**src/rtl/sntx_pkg.sv**
```systemverilog
/*
 * Shared constants for the single-wire nibble transmitter: register offsets,
 * field positions, reset values, protocol tick counts and the sequencer states.
 * Assumes a 32-bit AXI4-Lite register bus and a single 100 MHz clock.
 */
package sntx_pkg;
  // Register byte offsets on the AXI4-Lite bus.
  localparam logic [7:0] SNTX_OFS_TICK = 8'h00;
  localparam logic [7:0] SNTX_OFS_PAUSE = 8'h04;
  localparam logic [7:0] SNTX_OFS_CONFIG = 8'h08;
  localparam logic [7:0] SNTX_OFS_IRQ_EN = 8'h0c;
  localparam logic [7:0] SNTX_OFS_IRQ_FLG = 8'h10;
  localparam logic [7:0] SNTX_OFS_TX_HOLDING_BUFFER = 8'h14;

  // Configuration register field positions.
  localparam int SNTX_CFG_INIT = 0;
  localparam int SNTX_CFG_TXEN = 1;
  localparam int SNTX_CFG_SINGLE = 2;
  localparam int SNTX_CFG_NIB_LO = 4;

  // Flag and enable bit positions, shared by both registers.
  localparam int SNTX_F_EMPTY = 0;
  localparam int SNTX_F_DONE = 1;
  localparam int SNTX_F_CAL = 2;
  localparam int SNTX_F_UNDER = 3;
  localparam int SNTX_F_PRISE = 4;

  // Flags reset together by stop, init-hold and error recovery.
  localparam logic [4:0] SNTX_FLG_GROUP = 5'h17;
  // Values after reset: message-done and buffer-empty come up set.
  localparam logic [4:0] SNTX_FLG_RST = 5'h03;
  localparam logic [2:0] SNTX_NIB_RST = 3'h6;
  localparam logic [13:0] SNTX_TICK_RST = 14'h0000;
  localparam logic [11:0] SNTX_PAUSE_LEN_RST = 12'h00c;

  // Protocol timing in ticks.
  localparam logic [11:0] SNTX_CAL_TICKS = 12'h038;
  localparam logic [11:0] SNTX_NIB_BASE = 12'h00c;
  localparam logic [11:0] SNTX_LOW_TICKS = 12'h005;

  // AXI response codes.
  localparam logic [1:0] SNTX_RESP_OKAY = 2'h0;
  localparam logic [1:0] SNTX_RESP_SLVERR = 2'h2;

  // Transmit sequencer states.
  typedef enum logic [2:0] {
    SNTX_INIT,
    SNTX_IDLE,
    SNTX_CAL,
    SNTX_NIB,
    SNTX_PAUSE,
    SNTX_ERR
  } sntx_state_e;
endpackage

```
**src/rtl/sntx_pulse.sv**
```systemverilog
/*
 * One pulse period of the line encoder: a fixed low phase then high until the
 * programmed period in ticks has passed.
 * Assumes a one-cycle tick enable and a start that may share the cycle of done.
 */
module sntx_pulse #(
  parameter int LEN_W = 12
) (
  // Clock and reset.
  input wire logic aclk,
  input wire logic aresetn,
  // Control from the sequencer.
  input wire logic tick,
  input wire logic start,
  input wire logic abort,
  input wire logic [LEN_W-1:0] len,
  // Pulse status.
  output logic line_low,
  output logic rise,
  output logic done
);
  import sntx_pkg::*;

  // Whole state of the period timer.
  typedef struct packed {
    logic active;
    logic low;
    logic [LEN_W-1:0] cnt;
    logic [LEN_W-1:0] len;
  } sntx_pulse_s;

  sntx_pulse_s s_q;
  sntx_pulse_s s_d;
  logic [LEN_W-1:0] cnt_inc;

  assign cnt_inc = s_q.cnt + 1'b1;
  assign line_low = s_q.low;
  // Edges are reported in the tick cycle so the sequencer can chain periods.
  assign rise = s_q.active && tick && s_q.low && (cnt_inc == LEN_W'(SNTX_LOW_TICKS));
  assign done = s_q.active && tick && (cnt_inc == s_q.len);

  // Next state: start beats the tick so a new period counts from the next tick.
  always_comb begin
    s_d = s_q;
    if (abort) begin
      s_d.active = 1'b0;
      s_d.low = 1'b0;
    end else if (start) begin
      s_d.active = 1'b1;
      s_d.low = 1'b1;
      s_d.cnt = '0;
      s_d.len = len;
    end else if (s_q.active && tick) begin
      s_d.cnt = cnt_inc;
      if (rise) begin
        s_d.low = 1'b0;
      end
      if (done) begin
        s_d.active = 1'b0;
      end
    end
  end

  // Registers the timer; the line is idle high after reset.
  always_ff @(posedge aclk) begin
    if (!aresetn) begin
      s_q <= '0;
    end else begin
      s_q <= s_d;
    end
  end
endmodule

```
**src/rtl/sntx_top.sv**
```systemverilog
/*
 * Transmit control of a single-wire nibble transmitter with an AXI4-Lite
 * register slave, tick divider, message sequencer and combined interrupt.
 * Assumes stop_req is a level from the power controller, held while the clock
 * keeps running for at least one cycle after it rises.
 */
// Overview of operation
// - Buffer copied to shift register, sent nibble-wise.
// - Buffer-empty set on each buffer-to-shift move.
// - Clearing buffer-empty marks new data valid.
// - Message-done set when CRC nibble ends.
// - Calibration-start set as calibration pulse begins.
// - Early scheme refills on done across pause.
// - Single-shot waits for buffer-empty clear.
// - One interrupt: any enabled flag set.
// - Init-hold clear enables, locks static settings.
// - Stop aborts message, resets flags, idles line.
// - After stop, silent until new data.
// - Pause-rise flag on pause rising edge.
// - Continuous without data halts at calibration end.
// - Stop resets flags; done and empty come up set.
// - No new interrupts while clock stopped.
// - Tick divides clock by prescale plus one.
// - Calibration, status, data, CRC, optional pause.
// - Single-shot idles after message without data.
// - Continuous underrun aborts into error, line idle.
module sntx_top (
  // Clock and reset.
  input wire logic aclk,
  input wire logic aresetn,
  // AXI4-Lite write address and data.
  input wire logic s_axi_awvalid,
  output logic s_axi_awready,
  input wire logic [7:0] s_axi_awaddr,
  input wire logic s_axi_wvalid,
  output logic s_axi_wready,
  input wire logic [31:0] s_axi_wdata,
  input wire logic [3:0] s_axi_wstrb,
  // AXI4-Lite write response.
  output logic s_axi_bvalid,
  input wire logic s_axi_bready,
  output logic [1:0] s_axi_bresp,
  // AXI4-Lite read.
  input wire logic s_axi_arvalid,
  output logic s_axi_arready,
  input wire logic [7:0] s_axi_araddr,
  output logic s_axi_rvalid,
  input wire logic s_axi_rready,
  output logic [31:0] s_axi_rdata,
  output logic [1:0] s_axi_rresp,
  // System and line.
  input wire logic stop_req,
  output logic tx_line,
  output logic irq
);
  import sntx_pkg::*;

  // Whole state of the block.
  typedef struct packed {
    sntx_state_e state;
    logic [13:0] tick_cnt;
    logic [13:0] tick_divider_reg;
    logic pause_en;
    logic [11:0] pause_len;
    logic init_hold_bit;
    logic tx_en;
    logic single;
    logic [2:0] nib_cnt;
    logic [4:0] irq_enable_reg;
    logic [4:0] irq_flag_reg;
    logic [31:0] tx_holding_buffer;
    logic [3:0] stat_nib;
    logic [3:0] crc_nib;
    logic [23:0] data_sh;
    logic [2:0] nib_idx;
    logic stop_q;
    logic aw_ok;
    logic [7:0] aw_addr;
    logic w_ok;
    logic [31:0] w_data;
    logic [3:0] w_strb;
    logic bvalid;
    logic [1:0] bresp;
    logic rvalid;
    logic [31:0] rdata;
    logic [1:0] rresp;
  } sntx_state_s;

  sntx_state_s s_q;
  sntx_state_s s_d;
  logic tick; // One-cycle tick enable from the divider.
  logic p_start; // Starts the next pulse period.
  logic p_abort; // Kills the period in progress.
  logic [11:0] p_len; // Length of the next period in ticks.
  logic p_low; // Encoder holds the line low.
  logic p_rise; // Low phase just ended.
  logic p_done; // Period just ended.
  logic [31:0] wmask; // Byte-lane mask of the pending write.
  logic [31:0] wr_word; // Pending write merged into the old value.
  logic [31:0] rd_word; // Read data before registering.
  logic rd_hit; // Read address is mapped.
  logic wr_do; // Write is performed this cycle.
  logic [3:0] cur_nib; // Nibble value of the next period.

  // Period timer for calibration, nibble and pause pulses.
  sntx_pulse #(
    .LEN_W(12)
  ) u_pulse (
    .aclk(aclk),
    .aresetn(aresetn),
    .tick(tick),
    .start(p_start),
    .abort(p_abort),
    .len(p_len),
    .line_low(p_low),
    .rise(p_rise),
    .done(p_done)
  );

  // Tick runs only when enabled and not stopped; divisor is prescale plus one.
  assign tick = !s_q.init_hold_bit && !stop_req &&
    (s_q.tick_cnt == s_q.tick_divider_reg);
  assign tx_line = !p_low; // Idle level is high.
  // A stopped clock freezes the flags, so no new request can appear then.
  assign irq = |(s_q.irq_flag_reg & s_q.irq_enable_reg);
  assign s_axi_awready = !s_q.aw_ok && !s_q.bvalid;
  assign s_axi_wready = !s_q.w_ok && !s_q.bvalid;
  assign s_axi_arready = !s_q.rvalid;
  assign s_axi_bvalid = s_q.bvalid;
  assign s_axi_bresp = s_q.bresp;
  assign s_axi_rvalid = s_q.rvalid;
  assign s_axi_rdata = s_q.rdata;
  assign s_axi_rresp = s_q.rresp;
  assign wr_do = s_q.aw_ok && s_q.w_ok;

  // Byte-lane mask and merged write word for the addressed register.
  always_comb begin
    for (int i = 0; i < 4; i++) begin
      wmask[i*8 +: 8] = {8{s_q.w_strb[i]}};
    end
    unique case (s_q.aw_addr)
      SNTX_OFS_TICK: wr_word = {18'h0, s_q.tick_divider_reg};
      SNTX_OFS_PAUSE: wr_word = {16'h0, s_q.pause_len, 3'h0, s_q.pause_en};
      SNTX_OFS_CONFIG: wr_word = {25'h0, s_q.nib_cnt, 1'b0, s_q.single, s_q.tx_en,
                                  s_q.init_hold_bit};
      SNTX_OFS_IRQ_EN: wr_word = {27'h0, s_q.irq_enable_reg};
      SNTX_OFS_TX_HOLDING_BUFFER: wr_word = s_q.tx_holding_buffer;
      default: wr_word = 32'h0;
    endcase
    wr_word = (wr_word & ~wmask) | (s_q.w_data & wmask);
  end

  // Read mux; unmapped addresses answer with a slave error.
  always_comb begin
    rd_hit = 1'b1;
    unique case (s_axi_araddr)
      SNTX_OFS_TICK: rd_word = {18'h0, s_q.tick_divider_reg};
      SNTX_OFS_PAUSE: rd_word = {16'h0, s_q.pause_len, 3'h0, s_q.pause_en};
      SNTX_OFS_CONFIG: rd_word = {25'h0, s_q.nib_cnt, 1'b0, s_q.single, s_q.tx_en,
                                  s_q.init_hold_bit};
      SNTX_OFS_IRQ_EN: rd_word = {27'h0, s_q.irq_enable_reg};
      SNTX_OFS_IRQ_FLG: rd_word = {27'h0, s_q.irq_flag_reg};
      SNTX_OFS_TX_HOLDING_BUFFER: rd_word = s_q.tx_holding_buffer;
      default: begin
        rd_word = 32'h0;
        rd_hit = 1'b0;
      end
    endcase
  end

  // Nibble of the period after the current one: data from the shifter, CRC last.
  always_comb begin
    if (s_q.nib_idx == s_q.nib_cnt) begin
      cur_nib = s_q.crc_nib;
    end else if (s_q.nib_idx == 3'h0) begin
      cur_nib = s_q.data_sh[23:20];
    end else begin
      cur_nib = s_q.data_sh[19:16];
    end
  end

  // Next state: bus slave, register writes, flags and the message sequencer.
  always_comb begin
    logic [4:0] flg_set;
    logic [4:0] flg_clr;
    logic grp_rst;
    logic next_msg;
    s_d = s_q;
    flg_set = 5'h0;
    flg_clr = 5'h0;
    grp_rst = 1'b0;
    next_msg = 1'b0;
    p_start = 1'b0;
    p_abort = 1'b0;
    p_len = SNTX_CAL_TICKS;
    s_d.stop_q = stop_req;
    // Divider counts modulo prescale plus one.
    if (s_q.init_hold_bit || stop_req || tick) begin
      s_d.tick_cnt = 14'h0;
    end else begin
      s_d.tick_cnt = s_q.tick_cnt + 14'h1;
    end
    // Address and data are taken independently, in either order.
    if (s_axi_awvalid && s_axi_awready) begin
      s_d.aw_ok = 1'b1;
      s_d.aw_addr = s_axi_awaddr;
    end
    if (s_axi_wvalid && s_axi_wready) begin
      s_d.w_ok = 1'b1;
      s_d.w_data = s_axi_wdata;
      s_d.w_strb = s_axi_wstrb;
    end
    if (s_q.bvalid && s_axi_bready) begin
      s_d.bvalid = 1'b0;
    end
    if (wr_do) begin
      s_d.aw_ok = 1'b0;
      s_d.w_ok = 1'b0;
      s_d.bvalid = 1'b1;
      s_d.bresp = SNTX_RESP_OKAY;
      unique case (s_q.aw_addr)
        SNTX_OFS_TICK: begin
          // Static settings are locked once init-hold is cleared.
          if (s_q.init_hold_bit) begin
            s_d.tick_divider_reg = wr_word[13:0];
          end
        end
        SNTX_OFS_PAUSE: begin
          if (s_q.init_hold_bit) begin
            s_d.pause_en = wr_word[0];
            s_d.pause_len = wr_word[15:4];
          end
        end
        SNTX_OFS_CONFIG: begin
          if (s_q.init_hold_bit) begin
            // New settings and the hold release land in one write.
            s_d.tx_en = wr_word[SNTX_CFG_TXEN];
            s_d.single = wr_word[SNTX_CFG_SINGLE];
            s_d.nib_cnt = wr_word[SNTX_CFG_NIB_LO +: 3];
            if (!wr_word[SNTX_CFG_INIT] && wr_word[SNTX_CFG_TXEN]) begin
              s_d.init_hold_bit = 1'b0;
              if (s_q.state == SNTX_INIT) begin
                s_d.state = SNTX_IDLE;
              end
            end
          end else if (wr_word[SNTX_CFG_INIT]) begin
            // Setting init-hold aborts; an open underrun keeps the error state.
            s_d.init_hold_bit = 1'b1;
            grp_rst = 1'b1;
            p_abort = 1'b1;
            s_d.state = s_q.irq_flag_reg[SNTX_F_UNDER] ? SNTX_ERR : SNTX_INIT;
          end
        end
        SNTX_OFS_IRQ_EN: s_d.irq_enable_reg = wr_word[4:0];
        SNTX_OFS_IRQ_FLG: begin
          // Flags clear on a one, inside enabled byte lanes only.
          flg_clr = s_q.w_data[4:0] & {5{s_q.w_strb[0]}};
          if (flg_clr[SNTX_F_UNDER] && s_q.state == SNTX_ERR) begin
            grp_rst = 1'b1;
            s_d.state = s_q.init_hold_bit ? SNTX_INIT : SNTX_IDLE;
          end
        end
        SNTX_OFS_TX_HOLDING_BUFFER: s_d.tx_holding_buffer = wr_word;
        default: s_d.bresp = SNTX_RESP_SLVERR;
      endcase
    end
    // Reads answer one cycle after the address is taken.
    if (s_q.rvalid && s_axi_rready) begin
      s_d.rvalid = 1'b0;
    end
    if (s_axi_arvalid && s_axi_arready) begin
      s_d.rvalid = 1'b1;
      s_d.rdata = rd_word;
      s_d.rresp = rd_hit ? SNTX_RESP_OKAY : SNTX_RESP_SLVERR;
    end
    // Message sequencer; it steps in every cycle, also while a bus write reconfigures the state.
    unique case (s_q.state)
      SNTX_INIT, SNTX_ERR: begin
        // Transmission disabled; only a bus write leaves these states.
      end
      SNTX_IDLE: begin
        // A cleared buffer-empty flag is the start trigger.
        if (!s_q.irq_flag_reg[SNTX_F_EMPTY] && !stop_req) begin
          next_msg = 1'b1;
        end
      end
      SNTX_CAL: begin
        if (p_done) begin
          if (s_q.irq_flag_reg[SNTX_F_EMPTY]) begin
            // No data at the end of calibration: halt with line idle.
            flg_set[SNTX_F_UNDER] = 1'b1;
            s_d.state = SNTX_ERR;
          end else begin
            // Only here, at the end of calibration, does the shifter load.
            s_d.stat_nib = s_q.tx_holding_buffer[31:28];
            s_d.crc_nib = s_q.tx_holding_buffer[27:24];
            s_d.data_sh = s_q.tx_holding_buffer[23:0];
            s_d.nib_idx = 3'h0;
            flg_set[SNTX_F_EMPTY] = 1'b1;
            p_start = 1'b1;
            p_len = SNTX_NIB_BASE + {8'h0, s_q.tx_holding_buffer[31:28]};
            s_d.state = SNTX_NIB;
          end
        end
      end
      SNTX_NIB: begin
        if (p_done) begin
          if (s_q.nib_idx == s_q.nib_cnt + 3'h1) begin
            flg_set[SNTX_F_DONE] = 1'b1;
            if (s_q.pause_en) begin
              p_start = 1'b1;
              p_len = s_q.pause_len;
              s_d.state = SNTX_PAUSE;
            end else begin
              next_msg = 1'b1;
            end
          end else begin
            // Advance; a data nibble just sent leaves the shifter.
            if (s_q.nib_idx != 3'h0) begin
              s_d.data_sh = {s_q.data_sh[19:0], 4'h0};
            end
            s_d.nib_idx = s_q.nib_idx + 3'h1;
            p_start = 1'b1;
            p_len = SNTX_NIB_BASE + {8'h0, cur_nib};
          end
        end
      end
      SNTX_PAUSE: begin
        if (p_rise) begin
          flg_set[SNTX_F_PRISE] = 1'b1;
        end
        if (p_done) begin
          next_msg = 1'b1;
        end
      end
    endcase
    // Boundary: single-shot without fresh data goes idle, else calibrate.
    if (next_msg) begin
      if (s_q.single && s_q.irq_flag_reg[SNTX_F_EMPTY]) begin
        s_d.state = SNTX_IDLE;
      end else begin
        p_start = 1'b1;
        p_len = SNTX_CAL_TICKS;
        flg_set[SNTX_F_CAL] = 1'b1;
        s_d.state = SNTX_CAL;
      end
    end
    // Stop entry aborts the message and idles the line before clocks halt.
    if (stop_req && !s_q.stop_q && s_q.state != SNTX_INIT && s_q.state != SNTX_ERR) begin
      p_abort = 1'b1;
      p_start = 1'b0;
      grp_rst = 1'b1;
      flg_set = 5'h0;
      s_d.state = SNTX_IDLE;
    end
    if (p_abort) begin
      p_start = 1'b0;
      flg_set = 5'h0;
      // A write raising init-hold decides the state over any sequencer step.
      if (s_d.init_hold_bit && !s_q.init_hold_bit) begin
        s_d.state = s_q.irq_flag_reg[SNTX_F_UNDER] ? SNTX_ERR : SNTX_INIT;
      end
    end
    // Clear first, then the group reset, and a hardware set wins over both.
    s_d.irq_flag_reg = s_q.irq_flag_reg & ~flg_clr;
    if (grp_rst) begin
      s_d.irq_flag_reg = (s_d.irq_flag_reg & ~SNTX_FLG_GROUP) |
        (SNTX_FLG_RST & SNTX_FLG_GROUP);
    end
    s_d.irq_flag_reg = s_d.irq_flag_reg | flg_set;
  end

  // Registers the whole state; reset enters init with flags at reset values.
  always_ff @(posedge aclk) begin
    if (!aresetn) begin
      s_q <= '0;
      s_q.state <= SNTX_INIT;
      s_q.init_hold_bit <= 1'b1;
      s_q.irq_flag_reg <= SNTX_FLG_RST;
      s_q.nib_cnt <= SNTX_NIB_RST;
      s_q.tick_divider_reg <= SNTX_TICK_RST;
      s_q.pause_len <= SNTX_PAUSE_LEN_RST;
    end else begin
      s_q <= s_d;
    end
  end
endmodule

```
**config.mk**
```make
export PLATFORM = sky130hd
export DESIGN_NAME = sntx_top
export DESIGN_NICKNAME = d
export VERILOG_FILES = /design/src/rtl/sntx_pkg.sv /design/src/rtl/sntx_pulse.sv /design/src/rtl/sntx_top.sv
export SDC_FILE = /design/constraint.sdc
export NUM_CORES = 1
export LEC_CHECK = 0
export BUFFER_PORTS_ARGS = -buffer_cell sky130_fd_sc_hd__buf_2
export CORE_MARGIN = 4
export CORE_UTILIZATION = 56
export CTS_BUF_LIST = sky130_fd_sc_hd__clkbuf_4
export CTS_CLUSTER_DIAMETER = 30
export CTS_CLUSTER_SIZE = 24
export DETAILED_ROUTE_END_ITERATION = 12
export HOLD_SLACK_MARGIN = 0.02
export PLACE_DENSITY = 0.86
export SYNTH_ARGS = -nofsm -noshare
export SYNTH_HDL_FRONTEND = slang
export SYNTH_SLANG_ARGS = --single-unit
```
**constraint.sdc**
```tcl
create_clock -name aclk -period 3.6 [get_ports aclk]
set_input_delay 0.72 -clock aclk [delete_from_list [all_inputs] [get_ports aclk]]
set_output_delay 0.72 -clock aclk [all_outputs]
set_load 0.005 [all_outputs]
```
==> results.tsv <==
metric	value	unit
clock_skew	71.9	ps
core	0.0203	sq mm
htree_levels	2	
max-cap-violations	0	
die_x	152	um
routed_wl	32800	um
placed_cells	1734	
grt_usage	0.273	
wl_met3	3200	um
synth_area_leaders	dfxtp_1 (40%), nand2_1 (9.1%), a21oi_1 (5.8%)	
drt_iter0_drc	1176	
grt_max_degree	77	
synth_top_area_frac	0.400	
detail_route.wl_per_cell	18.2	um
wl_met2	15100	um
slew_viol_final	0	
cts_root_buffer	clkbuf_4	
intPower	3.64	mW
yosysWarnings	0	
peakVddDrop	0.335	mV
rows	52	
layout-drive-gt1-share	0.155	
fmax	295	MHz
clock_sinks	232	
viasPerCell	6.05	
cts_tree	done	
drt_first_pass_iters	6	
p_total	4.98	mW
post_cts_buffers	0	
synth_area	0.0116	sq mm
met1_length	13600	um
async_flop_share	0	
setup_slack	215	ps
io_buffers	100	
switching_share	0.269	
n_fill_cell	1740	
cp-start-kind	register	
cts_resized	0	
fp.dieArea	0.0231	sq mm
area_growth	9.22	%
power.density	393	mW/mm^2
cp.arrival	3970	ps
io_pins	103	
period_share	0.940	
grt_pass1_wl	53200	um
dr.max_layer_used	met4	
ctsHoldBuffers	0	
grt_pass1_vias	10179	
setup_viol	0	
rsz0062_at_grt	no	
synth_cell_type_count	73	
multi_input_area	0.00620	sq mm
cts_max_path_buffers	3	
p_seq_frac	0.534	
hold_viol_final	0	
clk_pin_slew	120	ps
timing.setup.tns	0	ps
maxSlewHeadroom	0.204	
yosysTopAreaCell	dfxtp_1	
clkPwrFrac	0.396	
power_frac_comb	0.070	
synth_edf_count	0	
ys_ff_latch	232	
detail-route-antenna-nets	0	
overflow	0	
layout.cells.non_filler	1809	
end_kind	register	
synth_flop_cell	dfxtp_1	
worst_ep_required_time	4180	ps
ys_seq_area_frac	0.400	
globalplace.congestion	0.949	
grt_antenna_before_repair	1	
synth_common_cells	nand2_1 (280), dfxtp_1 (232), nor2_1 (159), a21oi_1 (135), clkbuf_1 (83)	
hpwl	23500	um
critPathKind	reg2reg	
status	finished, final reports clean	
vias	10953	
worst_pin_slew	1190	ps
clk_latency	660	ps
synth_area_per_cell	7.90	sq um
synth.most_common_cell	nand2_1	
regArea	0.00464	sq mm
drc	0	
place_ws	247	ps
final_nets	1575	
cts-buffers-inserted	41	
leakage	4.89	nW
die_h	152	um
hold_path.class	in2reg	
p_sw	1.34	mW
fin_crit	3380	ps
synthCells	1469	
cp_max_fo	9	
start_util	0.572	
## metrics by stage
stage	hold WS, ps	cell area (sq um)	util
floorplan	436	11600	-
global placement	444	12100	0.594
detailed placement	449	12100	0.594
CTS	203	12700	0.624
global route	203	12700	0.624
finish	235	12700	0.624
## final cells by class
cell class | count | area share
multi-input cells | 1071 | 0.489
flip-flops and latches | 232 | 0.366
repair buffers | 133 | 0.0620
clock buffers | 49 | 0.0290
well taps | 270 | 0.0267
clock inverters | 25 | 0.0184
inverters | 28 | 0.00849
diodes | 1 | 0.000197
## sequential cells by signal, indices dropped and copies added, names as in the netlist
name and count:
s_axi_bvalid 1, s_axi_rresp 1, u_pulse.s_q 25, s_q 170, s_axi_rdata 32, u_pulse.line_low 1, s_axi_rvalid 1, s_axi_bresp 1
## cells by family (layout without fill, tap and decap cells)
| kind of cell | after synthesis | count (layout) | share of synthesized area |
|---|---|---|---|
| muxes | 72 | 72 | 0.0633 |
| xor gates and xnor gates | 49 | 49 | 0.0383 |
| buffers and inverters | 167 | 235 | 0.0695 |
| other | 1 | 3 | 0.000323 |
| DFF | 232 | 232 | 0.400 |
| and+or+nand+nor | 626 | 626 | 0.242 |
| adders and majority gates | 8 | 8 | 0.00862 |
| AOI/OAI and AO/OA | 314 | 314 | 0.177 |
## power groups by stage
stage | sequential, mW | clock, mW | combinational, mW
final | 2.66 | 1.97 | 0.347
after global routing | 2.66 | 2.13 | 0.383
after CTS | 2.65 | 1.99 | 0.341
after detailed placement | 2.71 | 0 | 0.339
after global placement | 2.71 | 0 | 0.332
after floorplan | 2.69 | 0 | 0.234
## worst max-delay path, stage by stage, from the launching register on
cell and delay, ps:
dfxtp_1 530, nand4_2 240, or4_1 740, and3b_1 260, a2111oi_2 380, nand4b_4 280, nor3_4 410, buf_4 230
nand2_1 80, a21oi_1 180
## layout by cell type (no fill, tap or decap), drive strengths merged, types with 4 or more instances in the layout
master    Yosys  final
a22oi        35     35
nor3         34     34
xnor2        13     13
nor2        159    159
and2         10     10
o211ai       10     10
nand2       280    280
nand4        16     16
or2           4      4
nand3        51     51
nand2b       10     10
nor3b         7      7
clkinvlp      0      6
a31o          7      7
xor2         35     35
a31oi         5      5
a21oi       135    135
buf          55    133
o21a          4      4
a211oi       15     15
and4          5      5
a221oi       12     12
a22o         27     27
mux2i        61     61
or4           4      4
mux2         11     11
or3          12     12
nor4         14     14
nor2b         6      6
dfxtp       232    232
a32oi         4      4
and3          9      9
inv          28     31
clkbuf       84     49
clkinv        0     13
ha            8      8
o21ai        28     28
## final timing paths
kind	start	end	slack, ps	cells after the start
setup / recovery	u_pulse.s_q[15]$_SDFFE_PN0P_	s_q[90]$_SDFFE_PN0P_	220	9
hold / removal	s_axi_rready	s_axi_rvalid$_SDFFE_PN0P_	230	2
setup reg to reg	u_pulse.s_q[15]$_SDFFE_PN0P_	s_q[90]$_SDFFE_PN0P_	220	9
hold reg to reg	s_q[49]$_SDFFE_PN0P_	s_q[49]$_SDFFE_PN0P_	460	2
## per-layer routing
metal  vias up  global-route usage
met2       546               0.437
met4         0              0.0873
li1       5189                   -
met3        89              0.0535
met1      5129               0.375
met5         -                   0
Power figures use the tool's default switching activity.
